`src/rtl/lbs_pkg.sv`:
```
// constants, types and helpers of the lcd bias sequencer with led backlight dimming
//
// Function
// [RULE1] a config field picks led boost frequency: 400k, 600k, 800k or 1 MHz
// [RULE2] a string with zero feedback current is marked open and its sink disabled
// [RULE3] an open string stays off until power-on reset or an enable toggle
// [RULE4] backlight enable is ignored until the gate-shaping delay has completed
// [RULE5] enable held high starts the led driver at the end of shaping delay
// [RULE6] a dimming input that never goes high keeps the led boost off
// [RULE7] on enable all six strings are checked once; unused ones are dropped
// [RULE8] one config bit selects direct or phase-shift dimming
// [RULE9] direct dimming switches all active sinks together with the dimming input
// [RULE10] phase-shift output frequency comes from a field, 15 to 22 kHz
// [RULE11] phase-shift reproduces input duty on each string, offset 360 deg over n
// [RULE12] logic regulator ramp starts first delay after supply exceeds lockout level
// [RULE13] system reset held low, released reset interval after logic regulator done
// [RULE14] source supply ramp begins second delay after system reset goes high
// [RULE15] negative gate ramp begins third delay after source supply ramp begins
// [RULE16] positive gate ramp begins as soon as negative gate ramp is done
// [RULE17] shaped gate held low until fourth delay after positive gate done
// [RULE18] panel discharge released sixth delay after supply exceeds detect level
// [RULE19] led driver runs only with source supply done and enable high
// [RULE20] supply below lockout disables logic, source and both gate supplies
// [RULE21] reset and discharge go low below their own selected threshold
// [RULE22] led driver off whenever enable is low or supply below lockout
// [RULE23] fourth delay programmable 0 to 35 ms
// [RULE24] system reset, once high, stays latched until power-down
// [RULE25] reset interval 0 to 15 ms; a bit picks its power-down threshold
// [RULE26] all delays count one timebase and restart from zero on reset
package lbs_pkg;

  // ---------------------------------------------------------------
  // clock and timebase
  // ---------------------------------------------------------------
  localparam int CLK_HZ = 20_000_000;
  localparam int TICK_MS = 1; // delay resolution in ms
  localparam int TICK_CYCLES = CLK_HZ / 1000 * TICK_MS;
  localparam int DLY_MAX_MS = 35;
  localparam int RST_MAX_MS = 15;
  localparam int PHASE_DIM_FREQ_SEL_MIN_HZ = 15_000;
  localparam int PHASE_DIM_FREQ_SEL_STEP_HZ = 1_000;
  localparam int NUM_STRINGS = 6;

  // ---------------------------------------------------------------
  // register map (byte offsets) and field positions
  // ---------------------------------------------------------------
  localparam logic [7:0] REG_CONFIG = 8'h00;
  localparam logic [7:0] REG_DELAY_A = 8'h04;
  localparam logic [7:0] REG_DELAY_B = 8'h08;
  localparam logic [7:0] REG_STATUS = 8'h0C;
  localparam int CFG_DIM_MODE = 0;
  localparam int CFG_RST_THR = 1;
  localparam int CFG_XAO_THR = 2;
  localparam int CFG_FSW_LSB = 4;
  localparam int CFG_PHASE_DIM_FREQ_SEL_LSB = 8;
  localparam int DLYA_D1_LSB = 0;
  localparam int DLYA_D2_LSB = 8;
  localparam int DLYA_D3_LSB = 16;
  localparam int DLYA_D4_LSB = 24;
  localparam int DLYB_D6_LSB = 0;
  localparam int DLYB_RST_LSB = 8;
  localparam logic [31:0] CONFIG_RST = 32'h0000_0000;
  localparam logic [31:0] DELAY_A_RST = 32'h0101_0101;
  localparam logic [31:0] DELAY_B_RST = 32'h0000_0101;

  // ---------------------------------------------------------------
  // carriers
  // ---------------------------------------------------------------
  typedef struct packed {
    logic uvlo_ok;         // supply above lockout level
    logic det_ok;          // supply above discharge detect level
    logic vcc_done;        // logic regulator ramp done
    logic avdd_done;       // source supply ramp done
    logic vgl_done;        // negative gate ramp done
    logic vgh_done;        // positive gate ramp done
    logic bl_en;           // backlight enable
    logic pwm;             // dimming input
    logic flicker_control_in;             // flicker control input
    logic [5:0] fb;        // string feedback current present
  } lbs_pins_t;

  typedef struct packed {
    logic vcc;
    logic avdd;
    logic vgl;
    logic vgh;
  } lbs_supply_en_t;

  // clamp a 6-bit delay field to the longest delay
  function automatic logic [5:0] lbs_dly_clamp(input logic [5:0] f);
    return (f > 6'(DLY_MAX_MS)) ? 6'(DLY_MAX_MS) : f;
  endfunction

  // phase-shift output period in clock cycles per frequency step
  function automatic logic [11:0] lbs_dim_period(input logic [2:0] sel);
    case (sel)
      3'h0: return 12'(CLK_HZ / (PHASE_DIM_FREQ_SEL_MIN_HZ + 0 * PHASE_DIM_FREQ_SEL_STEP_HZ));
      3'h1: return 12'(CLK_HZ / (PHASE_DIM_FREQ_SEL_MIN_HZ + 1 * PHASE_DIM_FREQ_SEL_STEP_HZ));
      3'h2: return 12'(CLK_HZ / (PHASE_DIM_FREQ_SEL_MIN_HZ + 2 * PHASE_DIM_FREQ_SEL_STEP_HZ));
      3'h3: return 12'(CLK_HZ / (PHASE_DIM_FREQ_SEL_MIN_HZ + 3 * PHASE_DIM_FREQ_SEL_STEP_HZ));
      3'h4: return 12'(CLK_HZ / (PHASE_DIM_FREQ_SEL_MIN_HZ + 4 * PHASE_DIM_FREQ_SEL_STEP_HZ));
      3'h5: return 12'(CLK_HZ / (PHASE_DIM_FREQ_SEL_MIN_HZ + 5 * PHASE_DIM_FREQ_SEL_STEP_HZ));
      3'h6: return 12'(CLK_HZ / (PHASE_DIM_FREQ_SEL_MIN_HZ + 6 * PHASE_DIM_FREQ_SEL_STEP_HZ));
      default: return 12'(CLK_HZ / (PHASE_DIM_FREQ_SEL_MIN_HZ + 7 * PHASE_DIM_FREQ_SEL_STEP_HZ));
    endcase
  endfunction

  // phase step in 1/256 of a period for n active strings
  function automatic logic [7:0] lbs_phase_step(input logic [2:0] n);
    case (n)
      3'h2: return 8'h80;
      3'h3: return 8'h55;
      3'h4: return 8'h40;
      3'h5: return 8'h33;
      3'h6: return 8'h2A;
      default: return 8'h00;
    endcase
  endfunction

endpackage

```
`src/rtl/lbs_sequencer.sv`:
```
// power sequencer, reset and discharge timing, and led backlight dimming control
`timescale 1ns/100ps
module lbs_sequencer #(
  parameter int TICK_CYCLES = lbs_pkg::TICK_CYCLES,
  parameter int PWM_CNT_W = 20
) (
  input wire logic core_clk,
  input wire logic rst_n,
  input wire lbs_pkg::lbs_pins_t pins_in,
  input wire logic [7:0] reg_addr,
  input wire logic [31:0] reg_wdata,
  input wire logic reg_wr,
  input wire logic reg_rd,
  output logic [31:0] reg_rdata,
  output lbs_pkg::lbs_supply_en_t supply_en,
  output logic shaped_gate_output,
  output logic sys_reset_n_o,
  output logic sys_reset_n_oe,
  output logic panel_discharge_out_n_o,
  output logic panel_discharge_out_n_oe,
  output logic led_boost_en,
  output logic [1:0] led_boost_freq_sel,
  output logic [5:0] sink_gate
);
  import lbs_pkg::*;

  // ---------------------------------------------------------------
  // parameter checks
  // ---------------------------------------------------------------
  if (TICK_CYCLES < 2) begin : g_chk_tick
    $error("TICK_CYCLES must be at least 2");
  end
  if (PWM_CNT_W < 9) begin : g_chk_pwm
    $error("PWM_CNT_W must be at least 9");
  end

  localparam int TW = $clog2(TICK_CYCLES);

  typedef enum logic [3:0] {
    S_OFF, S_DLY1, S_VCC_RAMP, S_RST, S_DLY2, S_DLY3, S_VGL_RAMP, S_VGH_RAMP, S_SHAPING_DELAY_FIELD, S_RUN
  } lbs_seq_t;
  typedef enum logic [1:0] {L_OFF, L_CHECK, L_RUN} lbs_led_t;

  lbs_pins_t sync1_q, pin_q;
  logic [31:0] cfg_q, dly_a_q, dly_b_q;
  lbs_seq_t seq_q, seq_d;
  lbs_led_t led_q, led_d;
  logic [TW-1:0] cyc_q, xcyc_q;
  logic [5:0] ms_q, xms_q, target;
  logic elapsed, rst_rel_q, xao_rel_q, rst_thr, xao_thr;
  logic en_d_q, en_fall, led_req, checked_q, pwm_seen_q, pwm_d_q;
  logic [5:0] active_q;
  logic [PWM_CNT_W-1:0] hi_cnt_q, per_cnt_q, div_den_q;
  logic [PWM_CNT_W:0] div_rem_q, div_r2;
  logic [7:0] div_quo_q;
  logic [3:0] div_cnt_q;
  logic [8:0] duty_q;
  logic [11:0] ph_cnt_q, period;
  logic [12:0] acc_q, acc_n;
  logic [7:0] ph8_q, step;
  logic [2:0] n_act;
  logic [5:0] gate_d;

  // ---------------------------------------------------------------
  // pin synchronisers
  // ---------------------------------------------------------------
  // two stages; only the second stage is read by logic
  always_ff @(posedge core_clk) begin
    if (!rst_n) begin
      sync1_q <= '0;
      pin_q <= '0;
    end else begin
      sync1_q <= pins_in;
      pin_q <= sync1_q;
    end
  end

  // ---------------------------------------------------------------
  // register port
  // ---------------------------------------------------------------
  // configuration writes
  always_ff @(posedge core_clk) begin
    if (!rst_n) begin
      cfg_q <= CONFIG_RST;
      dly_a_q <= DELAY_A_RST;
      dly_b_q <= DELAY_B_RST;
    end else if (reg_wr) begin
      case (reg_addr)
        REG_CONFIG: cfg_q <= reg_wdata & 32'h0000_0737;
        REG_DELAY_A: dly_a_q <= reg_wdata & 32'h3F3F_3F3F;
        REG_DELAY_B: dly_b_q <= reg_wdata & 32'h0000_0F3F;
        default: ;
      endcase
    end
  end

  // read data one cycle after the strobe, zero otherwise and when unmapped
  always_ff @(posedge core_clk) begin
    if (!rst_n) begin
      reg_rdata <= '0;
    end else if (reg_rd) begin
      case (reg_addr)
        REG_CONFIG: reg_rdata <= cfg_q;
        REG_DELAY_A: reg_rdata <= dly_a_q;
        REG_DELAY_B: reg_rdata <= dly_b_q;
        REG_STATUS: reg_rdata <= {10'h000, sink_gate, 2'h0, active_q, 3'h0, led_boost_en,
                                  led_q == L_RUN, xao_rel_q, rst_rel_q, seq_q == S_RUN};
        default: reg_rdata <= '0;
      endcase
    end else begin
      reg_rdata <= '0;
    end
  end

  // ---------------------------------------------------------------
  // bias start-up sequencer
  // ---------------------------------------------------------------
  // delay target of the current state
  always_comb begin
    case (seq_q)
      S_DLY1: target = lbs_dly_clamp(dly_a_q[DLYA_D1_LSB +: 6]); // RULE12
      S_RST: target = {2'b00, dly_b_q[DLYB_RST_LSB +: 4]}; // RULE25
      S_DLY2: target = lbs_dly_clamp(dly_a_q[DLYA_D2_LSB +: 6]); // RULE14
      S_DLY3: target = lbs_dly_clamp(dly_a_q[DLYA_D3_LSB +: 6]); // RULE15
      S_SHAPING_DELAY_FIELD: target = lbs_dly_clamp(dly_a_q[DLYA_D4_LSB +: 6]); // RULE23
      default: target = 6'h00;
    endcase
    elapsed = (ms_q >= target);
  end

  // next state; lockout drops everything back to off
  always_comb begin
    seq_d = seq_q;
    case (seq_q)
      S_OFF: if (pin_q.uvlo_ok) seq_d = S_DLY1;
      S_DLY1: if (elapsed) seq_d = S_VCC_RAMP; // RULE12
      S_VCC_RAMP: if (pin_q.vcc_done) seq_d = S_RST;
      S_RST: if (elapsed) seq_d = S_DLY2; // RULE13
      S_DLY2: if (elapsed) seq_d = S_DLY3; // RULE14
      S_DLY3: if (elapsed) seq_d = S_VGL_RAMP; // RULE15
      S_VGL_RAMP: if (pin_q.vgl_done) seq_d = S_VGH_RAMP; // RULE16
      S_VGH_RAMP: if (pin_q.vgh_done) seq_d = S_SHAPING_DELAY_FIELD;
      S_SHAPING_DELAY_FIELD: if (elapsed) seq_d = S_RUN; // RULE17
      S_RUN: seq_d = S_RUN;
      default: seq_d = S_OFF;
    endcase
    if (!pin_q.uvlo_ok) seq_d = S_OFF; // RULE20
  end

  always_ff @(posedge core_clk) begin
    if (!rst_n) seq_q <= S_OFF;
    else seq_q <= seq_d;
  end

  // ms timebase, restarted on reset and on every state change
  always_ff @(posedge core_clk) begin
    if (!rst_n || seq_d != seq_q) begin // RULE26
      cyc_q <= '0;
      ms_q <= '0;
    end else if (cyc_q == TW'(TICK_CYCLES - 1)) begin
      cyc_q <= '0;
      if (ms_q != 6'h3F) ms_q <= ms_q + 6'h01;
    end else begin
      cyc_q <= cyc_q + TW'(1);
    end
  end

  // supply enables from the next state so they track it exactly
  always_ff @(posedge core_clk) begin
    if (!rst_n) begin
      supply_en <= '0;
    end else begin
      supply_en.vcc <= seq_d >= S_VCC_RAMP; // RULE12 RULE20
      supply_en.avdd <= seq_d >= S_DLY3; // RULE14 RULE20
      supply_en.vgl <= seq_d >= S_VGL_RAMP; // RULE15 RULE20
      supply_en.vgh <= seq_d >= S_VGH_RAMP; // RULE16 RULE20
    end
  end

  // gate shaping: low until start-up done, then follows flicker control
  always_ff @(posedge core_clk) begin
    if (!rst_n) shaped_gate_output <= 1'b0;
    else shaped_gate_output <= (seq_q == S_RUN) && pin_q.flicker_control_in; // RULE17
  end

  // ---------------------------------------------------------------
  // system reset and panel discharge outputs
  // ---------------------------------------------------------------
  assign rst_thr = cfg_q[CFG_RST_THR] ? pin_q.det_ok : pin_q.uvlo_ok;
  assign xao_thr = cfg_q[CFG_XAO_THR] ? pin_q.det_ok : pin_q.uvlo_ok;

  // reset release latches; only its own threshold takes it low again
  always_ff @(posedge core_clk) begin
    if (!rst_n) rst_rel_q <= 1'b0;
    else if (!rst_thr) rst_rel_q <= 1'b0; // RULE21 RULE25
    else if (seq_q == S_RST && elapsed) rst_rel_q <= 1'b1; // RULE13 RULE24
  end

  // discharge delay counter runs while supply is above detect level
  always_ff @(posedge core_clk) begin
    if (!rst_n || !pin_q.det_ok) begin // RULE26
      xcyc_q <= '0;
      xms_q <= '0;
    end else if (xcyc_q == TW'(TICK_CYCLES - 1)) begin
      xcyc_q <= '0;
      if (xms_q != 6'h3F) xms_q <= xms_q + 6'h01;
    end else begin
      xcyc_q <= xcyc_q + TW'(1);
    end
  end

  always_ff @(posedge core_clk) begin
    if (!rst_n) xao_rel_q <= 1'b0;
    else if (!xao_thr) xao_rel_q <= 1'b0; // RULE21
    else if (pin_q.det_ok && xms_q >= lbs_dly_clamp(dly_b_q[DLYB_D6_LSB +: 6]))
      xao_rel_q <= 1'b1; // RULE18
  end

  // open-drain drivers: enable pulls the pin low
  always_ff @(posedge core_clk) begin
    if (!rst_n) begin
      sys_reset_n_o <= 1'b0;
      sys_reset_n_oe <= 1'b1;
      panel_discharge_out_n_o <= 1'b0;
      panel_discharge_out_n_oe <= 1'b1;
    end else begin
      sys_reset_n_o <= 1'b0;
      sys_reset_n_oe <= !rst_rel_q; // RULE13
      panel_discharge_out_n_o <= 1'b0;
      panel_discharge_out_n_oe <= !xao_rel_q; // RULE18
    end
  end

  // ---------------------------------------------------------------
  // led driver enable, string check and open detection
  // ---------------------------------------------------------------
  assign led_req = (seq_q == S_RUN) && pin_q.bl_en && pin_q.avdd_done
                   && pin_q.uvlo_ok; // RULE4 RULE5 RULE19 RULE22
  assign en_fall = en_d_q && !pin_q.bl_en;

  always_comb begin
    led_d = led_q;
    case (led_q)
      L_OFF: if (led_req) led_d = L_CHECK;
      L_CHECK: led_d = L_RUN;
      L_RUN: led_d = L_RUN;
      default: led_d = L_OFF;
    endcase
    if (!led_req) led_d = L_OFF; // RULE22
  end

  always_ff @(posedge core_clk) begin
    if (!rst_n) begin
      led_q <= L_OFF;
      en_d_q <= 1'b0;
    end else begin
      led_q <= led_d;
      en_d_q <= pin_q.bl_en;
    end
  end

  // active string mask: restored by reset or an enable toggle only
  always_ff @(posedge core_clk) begin
    if (!rst_n || en_fall) begin // RULE3
      active_q <= '1;
      checked_q <= 1'b0;
    end else if (led_q == L_CHECK && !checked_q) begin
      active_q <= active_q & pin_q.fb; // RULE7
      checked_q <= 1'b1;
    end else if (led_q == L_RUN) begin
      active_q <= active_q & ~(sink_gate & ~pin_q.fb); // RULE2
    end
  end

  // the boost waits for a first high dimming level
  always_ff @(posedge core_clk) begin
    if (!rst_n || led_q != L_RUN) pwm_seen_q <= 1'b0;
    else if (pin_q.pwm) pwm_seen_q <= 1'b1; // RULE6
  end

  always_ff @(posedge core_clk) begin
    if (!rst_n) begin
      led_boost_en <= 1'b0;
      led_boost_freq_sel <= 2'b00;
    end else begin
      led_boost_en <= (led_q == L_RUN) && pwm_seen_q && pin_q.bl_en
                      && pin_q.uvlo_ok; // RULE6 RULE22
      led_boost_freq_sel <= cfg_q[CFG_FSW_LSB +: 2]; // RULE1
    end
  end

  // ---------------------------------------------------------------
  // input duty measurement for phase-shift dimming
  // ---------------------------------------------------------------
  // high time and period of the dimming input, saturating
  always_ff @(posedge core_clk) begin
    if (!rst_n) begin
      pwm_d_q <= 1'b0;
      hi_cnt_q <= '0;
      per_cnt_q <= '0;
    end else begin
      pwm_d_q <= pin_q.pwm;
      if (pin_q.pwm && !pwm_d_q) begin
        hi_cnt_q <= PWM_CNT_W'(1);
        per_cnt_q <= PWM_CNT_W'(1);
      end else if (per_cnt_q != '1) begin
        per_cnt_q <= per_cnt_q + PWM_CNT_W'(1);
        if (pin_q.pwm) hi_cnt_q <= hi_cnt_q + PWM_CNT_W'(1);
      end
    end
  end

  assign div_r2 = {div_rem_q[PWM_CNT_W-1:0], 1'b0};

  // duty = high * 256 / period by restoring division, one bit per cycle
  always_ff @(posedge core_clk) begin
    if (!rst_n) begin
      div_rem_q <= '0;
      div_den_q <= '0;
      div_quo_q <= '0;
      div_cnt_q <= '0;
      duty_q <= '0;
    end else if (pin_q.pwm && !pwm_d_q && per_cnt_q != '1) begin
      div_den_q <= per_cnt_q;
      div_rem_q <= {1'b0, hi_cnt_q};
      div_cnt_q <= (hi_cnt_q >= per_cnt_q) ? 4'h0 : 4'h8;
      if (hi_cnt_q >= per_cnt_q) duty_q <= 9'h100;
    end else if (div_cnt_q != 4'h0) begin
      div_cnt_q <= div_cnt_q - 4'h1;
      if (div_r2 >= {1'b0, div_den_q}) begin
        div_rem_q <= div_r2 - {1'b0, div_den_q};
        div_quo_q <= {div_quo_q[6:0], 1'b1};
      end else begin
        div_rem_q <= div_r2;
        div_quo_q <= {div_quo_q[6:0], 1'b0};
      end
      if (div_cnt_q == 4'h1)
        duty_q <= {1'b0, div_quo_q[6:0], div_r2 >= {1'b0, div_den_q}};
    end else if (per_cnt_q == '1) begin
      duty_q <= pin_q.pwm ? 9'h100 : 9'h000; // steady input level
    end
  end

  // ---------------------------------------------------------------
  // phase-shift timebase
  // ---------------------------------------------------------------
  assign period = lbs_dim_period(cfg_q[CFG_PHASE_DIM_FREQ_SEL_LSB +: 3]); // RULE10
  assign acc_n = acc_q + 13'h0100;

  // ph8 is the position in 1/256 of the output period
  always_ff @(posedge core_clk) begin
    if (!rst_n || ph_cnt_q >= period - 12'h001) begin
      ph_cnt_q <= '0;
      acc_q <= '0;
      ph8_q <= '0;
    end else begin
      ph_cnt_q <= ph_cnt_q + 12'h001;
      if (acc_n >= {1'b0, period}) begin
        acc_q <= acc_n - {1'b0, period};
        ph8_q <= ph8_q + 8'h01;
      end else begin
        acc_q <= acc_n;
      end
    end
  end

  assign n_act = 3'($countones(active_q));
  assign step = lbs_phase_step(n_act);

  // ---------------------------------------------------------------
  // current sink gates
  // ---------------------------------------------------------------
  for (genvar i = 0; i < NUM_STRINGS; i++) begin : g_sink
    logic [2:0] rank;
    logic [7:0] pos;
    assign rank = 3'($countones(active_q & ((6'h01 << i) - 6'h01))); // active strings below
    assign pos = ph8_q + 8'(rank * step); // RULE11
    always_comb begin
      if (!cfg_q[CFG_DIM_MODE]) gate_d[i] = active_q[i] && pin_q.pwm; // RULE8 RULE9
      else gate_d[i] = active_q[i] && ({1'b0, pos} < duty_q); // RULE8 RULE11
    end
  end

  always_ff @(posedge core_clk) begin
    if (!rst_n) sink_gate <= '0;
    else sink_gate <= (led_q == L_RUN && pin_q.bl_en) ? gate_d : 6'h00; // RULE19
  end
endmodule

```
`config.mk`:
```
export PLATFORM = sky130hd
export DESIGN_NAME = lbs_sequencer
export DESIGN_NICKNAME = d
export VERILOG_FILES = /design/src/rtl/lbs_pkg.sv /design/src/rtl/lbs_sequencer.sv
export SDC_FILE = /design/constraint.sdc
export NUM_CORES = 1
export LEC_CHECK = 0
export BUFFER_PORTS_ARGS = -buffer_cell sky130_fd_sc_hd__buf_2
export CORE_ASPECT_RATIO = 1.2
export CORE_MARGIN = 8
export CORE_UTILIZATION = 69
export CTS_BUF_LIST = sky130_fd_sc_hd__clkbuf_2 sky130_fd_sc_hd__clkbuf_4 sky130_fd_sc_hd__clkbuf_8
export DETAILED_ROUTE_END_ITERATION = 10
export PLACE_DENSITY = 0.86
export SYNTH_ARGS = -nofsm -noshare
export SYNTH_HDL_FRONTEND = slang
export SYNTH_SLANG_ARGS = --single-unit
export TNS_END_PERCENT = 5
```
`constraint.sdc`:
```
create_clock -name core_clk -period 17.15 [get_ports core_clk]
set_clock_uncertainty 0.05 [all_clocks]
set_input_delay 3.43 -clock core_clk [delete_from_list [all_inputs] [get_ports core_clk]]
set_output_delay 3.43 -clock core_clk [all_outputs]
set_load 0.05 [all_outputs]
```
[Word level (Yosys, flattened, before mapping)]
Cells that the tools add are included.
Word-level totals
  register bits after elaboration: 313
  output and inout bits: 50
Operators by class
  $add $sub $neg: 25
  $mul: 5
  magnitude comparators: 21
  equality and inequality tests: 36
  muxes and demuxes: 49
  bitwise operators: 7
  reductions and logical operators: 66
Operators by type and width (number)
  30-bit case mux with 4 select lines: 1
  11-bit case mux with 7 select lines: 1
  20-bit two-way mux: 3
  8-bit by 9-bit < comparator with 1-bit output: 6
  9-bit two-way mux: 6
  4-bit two-way mux: 12
  6-bit two-way mux: 7
  20-bit by 1-bit adder with 20-bit output, second input constant: 2
  8-bit adder: 5
  4-bit case mux with 10 select lines: 1
  8-bit case mux with 5 select lines: 1
  3-bit by 8-bit multiplier with 8-bit output: 4
  15-bit by 1-bit adder with 15-bit output, second input constant: 2
  15-bit equality test, second input constant: 2
  6-bit > comparator, second input constant: 5
  6-bit case mux with 5 select lines: 1
  1-bit logical AND: 26
  2-bit AND reduction: 13
  21-bit by 20-bit >= comparator with 1-bit output: 1
  20-bit equality test, second input constant: 1
  20-bit >= comparator: 1
  20-bit != test, second input constant: 1
  20-bit subtractor: 1
  6-bit bitwise AND: 3
  49 further kinds: 103

[Logic depth before layout (Yosys ltp)]
Gate-level depths: netlist of run 1.
  depth after elaboration: 10
  depth in mapped cells: 26

[Worst setup path before layout of run 1]
No wires, ideal clock.
  path kind: reg2reg
  from: reg active_q[1]
  to: reg sink_gate[3]
  setup time: 60 ps
  arrival: 5669 ps
  required time: 17040 ps
  setup slack: 11371 ps
  stages on the path, launching flop included: 24
  buffers on the path: 1
  period minus slack after synthesis: 5779 ps
  cell sequence: dfxtp_1 -> ha_1 -> inv_1 -> fa_1 -> fa_1 -> inv_1 -> fa_1 -> xnor2_1 -> and2_1 -> clkbuf_1 -> nand2_1 -> fa_1 -> inv_1 -> fa_1 -> inv_1 -> fa_1 -> inv_1 -> ha_1 -> a21o_1 -> a21o_1 -> a21o_1 -> a21oi_1 -> o2111ai_1 -> nand2_1
Between the ends
  word-level cells in the longest chain between the ends: 10
  elaborated cells between the ends (all ways): 15
Ends and longest elaborated chain
  from (decl): line lbs_sequencer.sv:52  | logic [5:0] active_q;
  from (signal assigned): line lbs_sequencer.sv:268  | active_q <= active_q & pin_q.fb;
  from (signal assigned): line lbs_sequencer.sv:271  | active_q <= active_q & ~(sink_gate & ~pin_q.fb);
  1-bit by 1-bit adder with 2-bit output (*): line lbs_sequencer.sv:367, lbs_sequencer.sv:376
  2-bit by 2-bit adder with 3-bit output (implied by the code): line lbs_sequencer.sv:367  | assign n_act = 3'($countones(active_q));
  3-bit by 2-bit adder with 3-bit output (implied by the code): line lbs_sequencer.sv:367
  3-bit equality test or 3-bit by 2-bit equality test with 1-bit output (tied branches): line lbs_pkg.sv:110  | case (n)
  8-bit case mux with 5 select lines: line lbs_pkg.sv:110
  3-bit by 8-bit multiplier with 8-bit output (*): line lbs_sequencer.sv:377  | assign pos = ph8_q + 8'(rank * step);
  8-bit adder (*): line lbs_sequencer.sv:377
  8-bit by 9-bit < comparator with 1-bit output (*): line lbs_sequencer.sv:380  | else gate_d[i] = active_q[i] && ({1'b0, pos} < duty_q);
  1-bit logical AND (*): line lbs_sequencer.sv:380
  1-bit two-way mux (*): line lbs_sequencer.sv:379  | if (!cfg_q[CFG_DIM_MODE]) gate_d[i] = active_q[i] && pin_q.pwm;
  to (signal assigned): line lbs_sequencer.sv:386  | else sink_gate <= (led_q == L_RUN && pin_q.bl_en) ? gate_d : 6'h00;
  to (decl): line lbs_sequencer.sv:23  | output logic [5:0] sink_gate
Mark *: on every way between the ends. The rest lies on a longest branch, timed or not.
A chain may end at the register's enable or synchronous reset.

[Worst setup path in the final report of run 1]
  from: reg active_q[0]
  to: reg sink_gate[3]
Same word-level chain as after synthesis.

==> results.yml, run 1 <==
setup_path:
  end_kind: "flop"
  reg2reg_from: "active_q[0]"
  r2r_slack_ns: 10.17
  path_class: "reg -> reg"
  crit-reg2reg-capture: "sink_gate[3]"
  cp-start-kind: "flop"
  cp_max_fo: 13
  ff2ff_path_depth: 22
  cp.arrival_ns: 7.40
  critPathRequiredTime_ns: 17.57
synthesis:
  synth.largest_area_cell: "dfxtp_1"
  avgSynthCellArea_um2: 8.38
  syn_area_um2: 19000
  synth_edf_count: 0
  ys_async_sr_fraction: 0
  ys_warn_count: 0
  synth_common_cells: "dfxtp_1 (305), nand2_1 (249), nor2_1 (223), inv_1 (188), ha_1 (181)"
  synth_flop_cell: "dfxtp_1"
  synth_most_common_cell: "dfxtp_1"
  netlist_instances: 2267
  netlist_top_cells_area: "dfxtp_1 (32%), ha_1 (12%), fa_1 (5.1%)"
  yosysSeqAreaShare: 0.321
  ys_types: 74
  yosys_register_bits: 305
  synth.top_cell.area_share: 0.321
global_routing:
  grt_use_total: 0.278
  grt_start_max_net_pins: 88
  grt_pass1_vias: 16400
  grt.overflow.total: 0
  grt_pass1_wl_um: 77300
  antenna_found_initial: 0
placement:
  preCtsSetupSlack_ns: 10.28
  place.port_buffers: 90
  gp_congestion: 0.978
  dp_hpwl_um: 34100
timing:
  relSlewSlack: 0.177
  setup_tns_ns: 0
  worst_slew_pin_slew_ns: 1.23
  slew_viol_final: 0
  hold_viol_final: 0
  finalWorstPathRequiredPeriod_ns: 6.98
  fin_crit_sh: 0.407
  setup_viol: 0
  rsz0062_at_grt: "no"
  max_freq_ghz: 0.143
  setup_slack_ns: 10.17
drt:
  drt_iter0_drc: 1275
  num_vias: 16300
  firstDrtPassIters: 6
  drtAntennaViolNets: 0
  wl_per_cell_um: 17.1
  routed_via_density: 6.02
  drt-total-wl_um: 46300
  drc_errors: 0
clock_network:
  clk-insertion-delay-late_ns: 0.58
  clockBufferDepth: 3
  cts_hold_repair.buffers: 0
  cts.sinks: 305
  cts_buffers: 49
  cts_tree: "built"
  htreeDepth: 2
  clkSlewWorstSetupHoldPaths_ns: 0.06
  cts_setup_buffers: 0
  cts_resized: 0
  clockRootBuffer: "clkbuf_8"
run_status:
  outcome: "finished clean"
power:
  p_total_w: 0.00215
  peakVddDrop_mv: 0.109
  p_leak_nw: 8.93
  p_per_area_nw_per_um2: 104
final_layout:
  area_delta_synth_final_pct: 8.48
  final_nets: 2622
  antenna_cells: 0
  drive_gt1_frac: 0.0907
die:
  fp-row-count: 66
  start_util: 0.702
  die_w_um: 168
  die_h_um: 198
  core_um2: 27100
  num_io_pins: 109
  die-area_um2: 33100
min_path:
  hold_end: "active_q[2]"
  hold_class: "reg -> reg"
  hp-start: "pin_q[2]"
  holdPathStages: 2
flow_run:
  cap_violations: 0
## worst max-delay path, stage by stage, from the launching register on
cell and delay (ns):
dfxtp_1 0.63, ha_1 0.41, inv_1 0.13, fa_1 0.49, fa_1 0.39, inv_1 0.08
fa_1 0.58, xnor2_1 0.28, nor2_1 0.53, nand2_1 0.25, fa_1 0.58, inv_1 0.05
fa_1 0.54, inv_1 0.07, fa_1 0.54, inv_1 0.05, ha_1 0.27, a21o_1 0.17
a21o_1 0.17, a21o_1 0.17, a21oi_1 0.21, o2111ai_1 0.12, nand2_1 0.10
## metrics by stage
stage / hold slack (ns) / area (um^2) / utilization / instances
floorplan: 0.321 / 19000 / - / 2276
global placement: 0.366 / 19500 / 0.721 / 2623
detailed placement: 0.370 / 19500 / 0.721 / 2623
CTS: 0.362 / 20600 / 0.761 / 2711
global route: 0.394 / 20600 / 0.761 / 2711
finish: 0.366 / 20600 / 0.761 / 2711
## cell usage in the layout (no fill, tap or decap), types with 53 or more instances in the layout
master / synthesis / routed
dfxtp_1: 305 / 305
nand2_1: 249 / 249
nor2_1: 223 / 222
inv_1: 188 / 187
ha_1: 181 / 181
a21oi_1: 150 / 150
xnor2_1: 95 / 95
buf_2: 12 / 90
and2_1: 74 / 74
nand3_1: 73 / 73
o21ai_0: 62 / 62
clkbuf_8: 0 / 59
a21o_1: 56 / 56
xor2_1: 53 / 53
## logic make-up after synthesis
logic type      after synthesis  synth area share
other cells                   2          0.000395
fa+ha+maj                   229             0.170
flops                       305             0.321
buf+inv                     279            0.0606
simple gates                817             0.203
xor+xnor                    148            0.0682
compound gates              435             0.147
mux                          52            0.0304
## where the power goes
group | switching, W | internal, W
combinational | 0.000404 | 0.000274
clock | 0.000291 | 0.000388
sequential | 0.0000382 | 0.000752
total | 0.000733 | 0.00141
## registers in the layout (all words and copies together) (netlist names), 12 cells and up
register	flops
dly_a_q	24
reg_rdata	24
div_den_q	20
div_rem_q	20
hi_cnt_q	20
per_cnt_q	20
cyc_q	15
pin_q	15
sync1_q	15
xcyc_q	15
acc_q	13
ph_cnt_q	12
## how the worst max path moves through the flow
stage	startpoint	end	depth (start not counted)
detailed placement	active_q[0]	sink_gate[3]	22
CTS	active_q[0]	sink_gate[3]	22
global placement	active_q[0]	sink_gate[3]	22
global route	active_q[0]	sink_gate[3]	24
finish	active_q[0]	sink_gate[3]	22
floorplan	active_q[1]	sink_gate[3]	23
## metal layers
layer | wire, um | GRT usage | up-vias | part of all wire
met5 | 0 | 0 | - | 0
met4 | 2060 | 0.142 | 0 | 0.044
met3 | 2350 | 0.0389 | 153 | 0.051
met2 | 23400 | 0.509 | 523 | 0.51
met1 | 18500 | 0.311 | 7783 | 0.40
li1 | - | - | 7860 | -
## final cells by class
class	count	area, um^2
flip-flops and latches	305	6110
well taps	340	425
multi-input cells	1692	11800
repair buffers	98	510
fillers	1961	6470
clock inverters	16	176
inverters	188	706
clock buffers	72	910
(Power assumes the default switching activity.)
==> run 2: changes to the inputs <==
ABC_AREA = 1   (was default)
CORE_UTILIZATION = 58   (was 69)
PLACE_DENSITY = 0.76   (was 0.86)
clock period = 6.31 ns   (was 17.15 ns; I/O delays follow)
==> results.yml, run 2 <==
synthesis:
  netlist_top_cells_area: "dfxtp_1 (31%), ha_1 (11%), nand2_1 (9.6%)"
  synthXorXnorAreaFrac: 0.0515
  synth_flop_cell: "dfxtp_1"
  syn_area_um2: 19700
  yosysSeqAreaShare: 0.310
  ys_async_sr_fraction: 0
  synthMuxAreaShare: 0.000571
  yosys_register_bits: 305
  ys_warn_count: 0
  synth_compound_area_frac: 0.141
  synth_top_family_by_area: "simple AND/OR/NAND/NOR gates"
  netlist_instances: 2725
  synthSimpleGateAreaFrac: 0.227
  synth_edf_count: 0
  synth_most_common_cell: "nand2_1"
  synth_common_cells: "nand2_1 (506), inv_1 (457), dfxtp_1 (305), nor2_1 (266), a21oi_1 (223)"
  avgSynthCellArea_um2: 7.24
  synth-adder-area-share: 0.164
  synth.top_cell.area_share: 0.310
  synth.largest_area_cell: "dfxtp_1"
  ys_types: 59
final_layout:
  fillers: 3021
  final_nets: 3122
  final_cell_mix: "nand2_1 (503), inv_1 (450), dfxtp_1 (305), nor2_1 (259), a21oi_1 (218)"
  final_common_cell: "nand2_1"
  multi_input_area_um2: 11800
  drive_gt1_frac: 0.0972
  regArea_um2: 6110
  area_delta_synth_final_pct: 11.2
  largestRegisters: "dly_a_q (24), reg_rdata (24)"
die:
  die_w_um: 184
  die_h_um: 218
  die-area_um2: 40200
  core_um2: 33800
  start_util: 0.583
  num_io_pins: 109
  fp-row-count: 74
drt:
  drt_iter0_drc: 1169
  drt-total-wl_um: 52100
  num_vias: 18200
  wl_per_cell_um: 15.6
  drc_errors: 0
  drtAntennaViolNets: 0
  firstDrtPassIters: 5
  routed_via_density: 5.48
clock_network:
  cts_tree: "built"
  htreeDepth: 2
  clockRootBuffer: "clkbuf_8"
  cts_buffers: 48
  clk-insertion-delay-late_ns: 0.59
  cts.sinks: 305
  clockBufferDepth: 3
  clkSlewWorstSetupHoldPaths_ns: 0.07
global_routing:
  antenna_found_initial: 5
  grt_start_max_net_pins: 93
  grt_pass1_wl_um: 85000
  grt.overflow.total: 0
  grt_pass1_vias: 18100
  grt_use_total: 0.255
placement:
  gp_congestion: 0.963
  place.port_buffers: 90
  dp_hpwl_um: 39800
timing:
  setup_viol: 0
  holdWs_ns: 0.351
  max_freq_ghz: 0.163
  fin_crit_sh: 0.971
  setup_tns_ns: 0
  finalWorstPathRequiredPeriod_ns: 6.13
  worst_slew_pin_slew_ns: 0.875
  relSlewSlack: 0.416
  slew_viol_final: 0
  hold_viol_final: 0
setup_path:
  end_kind: "flop"
  path_class: "reg -> reg"
  ff2ff_path_depth: 28
  crit_path_top_delay_cell: "fa_2"
  critPathCapture: "sink_gate[5]"
  r2r_slack_ns: 0.18
  cp-start-kind: "flop"
  cp.arrival_ns: 6.59
  reg2reg_from: "active_q[1]"
  startpoint: "active_q[1]"
  crit-reg2reg-capture: "sink_gate[5]"
  critPathRequiredTime_ns: 6.77
  cp_max_fo: 5
  critPathMaxStageDelay_ns: 0.60
min_path:
  hold_class: "reg -> reg"
  holdPathStages: 1
flow_run:
  cap_violations: 0
power:
  p_per_area_nw_per_um2: 294
  p_leak_nw: 10.0
  peakVddDrop_mv: 0.227
run_status:
  outcome: "finished clean"
run 2: cell count changes in the layout (fill, tap and decap cells not counted), sizes merged, moves of 46 or more:
cell	previous run	this run
o21ai	69	174
xnor2	95	49
inv	189	464
and2	74	2
nand2	249	516
nor2	224	271
a21oi	150	223
run 2: worst min-delay path by stage:
stage	startpoint	end	slack, ns
floorplan	xao_rel_q	panel_discharge_out_n_oe	0.31
global placement	sync1_q[9]	pin_q[9]	0.35
detailed placement	sync1_q[12]	pin_q[12]	0.35
CTS	xao_rel_q	panel_discharge_out_n_oe	0.35
global route	xao_rel_q	panel_discharge_out_n_oe	0.36
finish	xao_rel_q	panel_discharge_out_n_oe	0.35
run 2: layer usage:
metal  part of all wire  track usage  vias up  routed length [um]
li1                   -            -     9043                   -
met1               0.41        0.297     8538               21500
met2               0.50        0.457      521               26000
met3              0.050       0.0378      142                2610
met4              0.038        0.111        4                1990
met5            0.00044            0        -                  23
run 2: power by group:
group	leakage (nW)	switching (W)	total [W]	internal, W
Sequential	2.48	0.000107	0.00218	0.00207
Clock	0.544	0.000790	0.00177	0.000979
Combinational	7.00	0.00163	0.00249	0.000861
Total	10.0	0.00252	0.00644	0.00391
run 2: through the flow:
stage | total power, W | utilization | std cells | cell area (um^2) | setup slack [ns]
6_report | 0.00644 | 0.649 | 3331 | 21900 | 0.181
4_1_cts | 0.00642 | 0.639 | 3321 | 21600 | 0.0517
5_1_grt | 0.00690 | 0.649 | 3328 | 21900 | -0.0387
3_3_place_gp | 0.00455 | 0.609 | 3234 | 20600 | 0.0665
3_5_place_dp | 0.00464 | 0.609 | 3234 | 20600 | -0.136
2_1_floorplan | 0.00409 | - | 2734 | 19800 | 0.238
run 2: logic make-up (layout without fill, tap and decap cells):
family / after synthesis / after routing
adders and majority gates: 229 / 229
DFF: 305 / 305
muxes: 1 / 1
other: 2 / 15
buffers and inverters: 532 / 669
and+or+nand+nor: 1035 / 1035
AOI/OAI and AO/OA: 505 / 505
xor gates and xnor gates: 116 / 116
run 2: timing repair:
action,in CTS,in global routing
hold buffers,0,0
pin swaps,0,20
endpoints found under the setup margin,3,3
resized for setup,2,55
buffers inserted,0,6
run 2: layout make-up:
class,count,share of cell area
tap,456,0.0260
multi-input combinational,1897,0.538
clock inverter,13,0.00462
timing repair buffer,115,0.0303
clock buffer,74,0.0422
inverter,467,0.0804
sequential,305,0.278
antenna,4,0.000456
run 2: critical path, delay by kind of cell, from the launching register on:
family | cells | cell delay (ns)
buffers and inverters | 7 | 0.49
flip-flops | 1 | 0.34
XOR/XNOR | 2 | 0.29
AO/OA/AOI/OAI | 6 | 0.94
adder cells (fa/ha/maj) | 8 | 3.41
AND/OR/NAND/NOR | 5 | 0.53
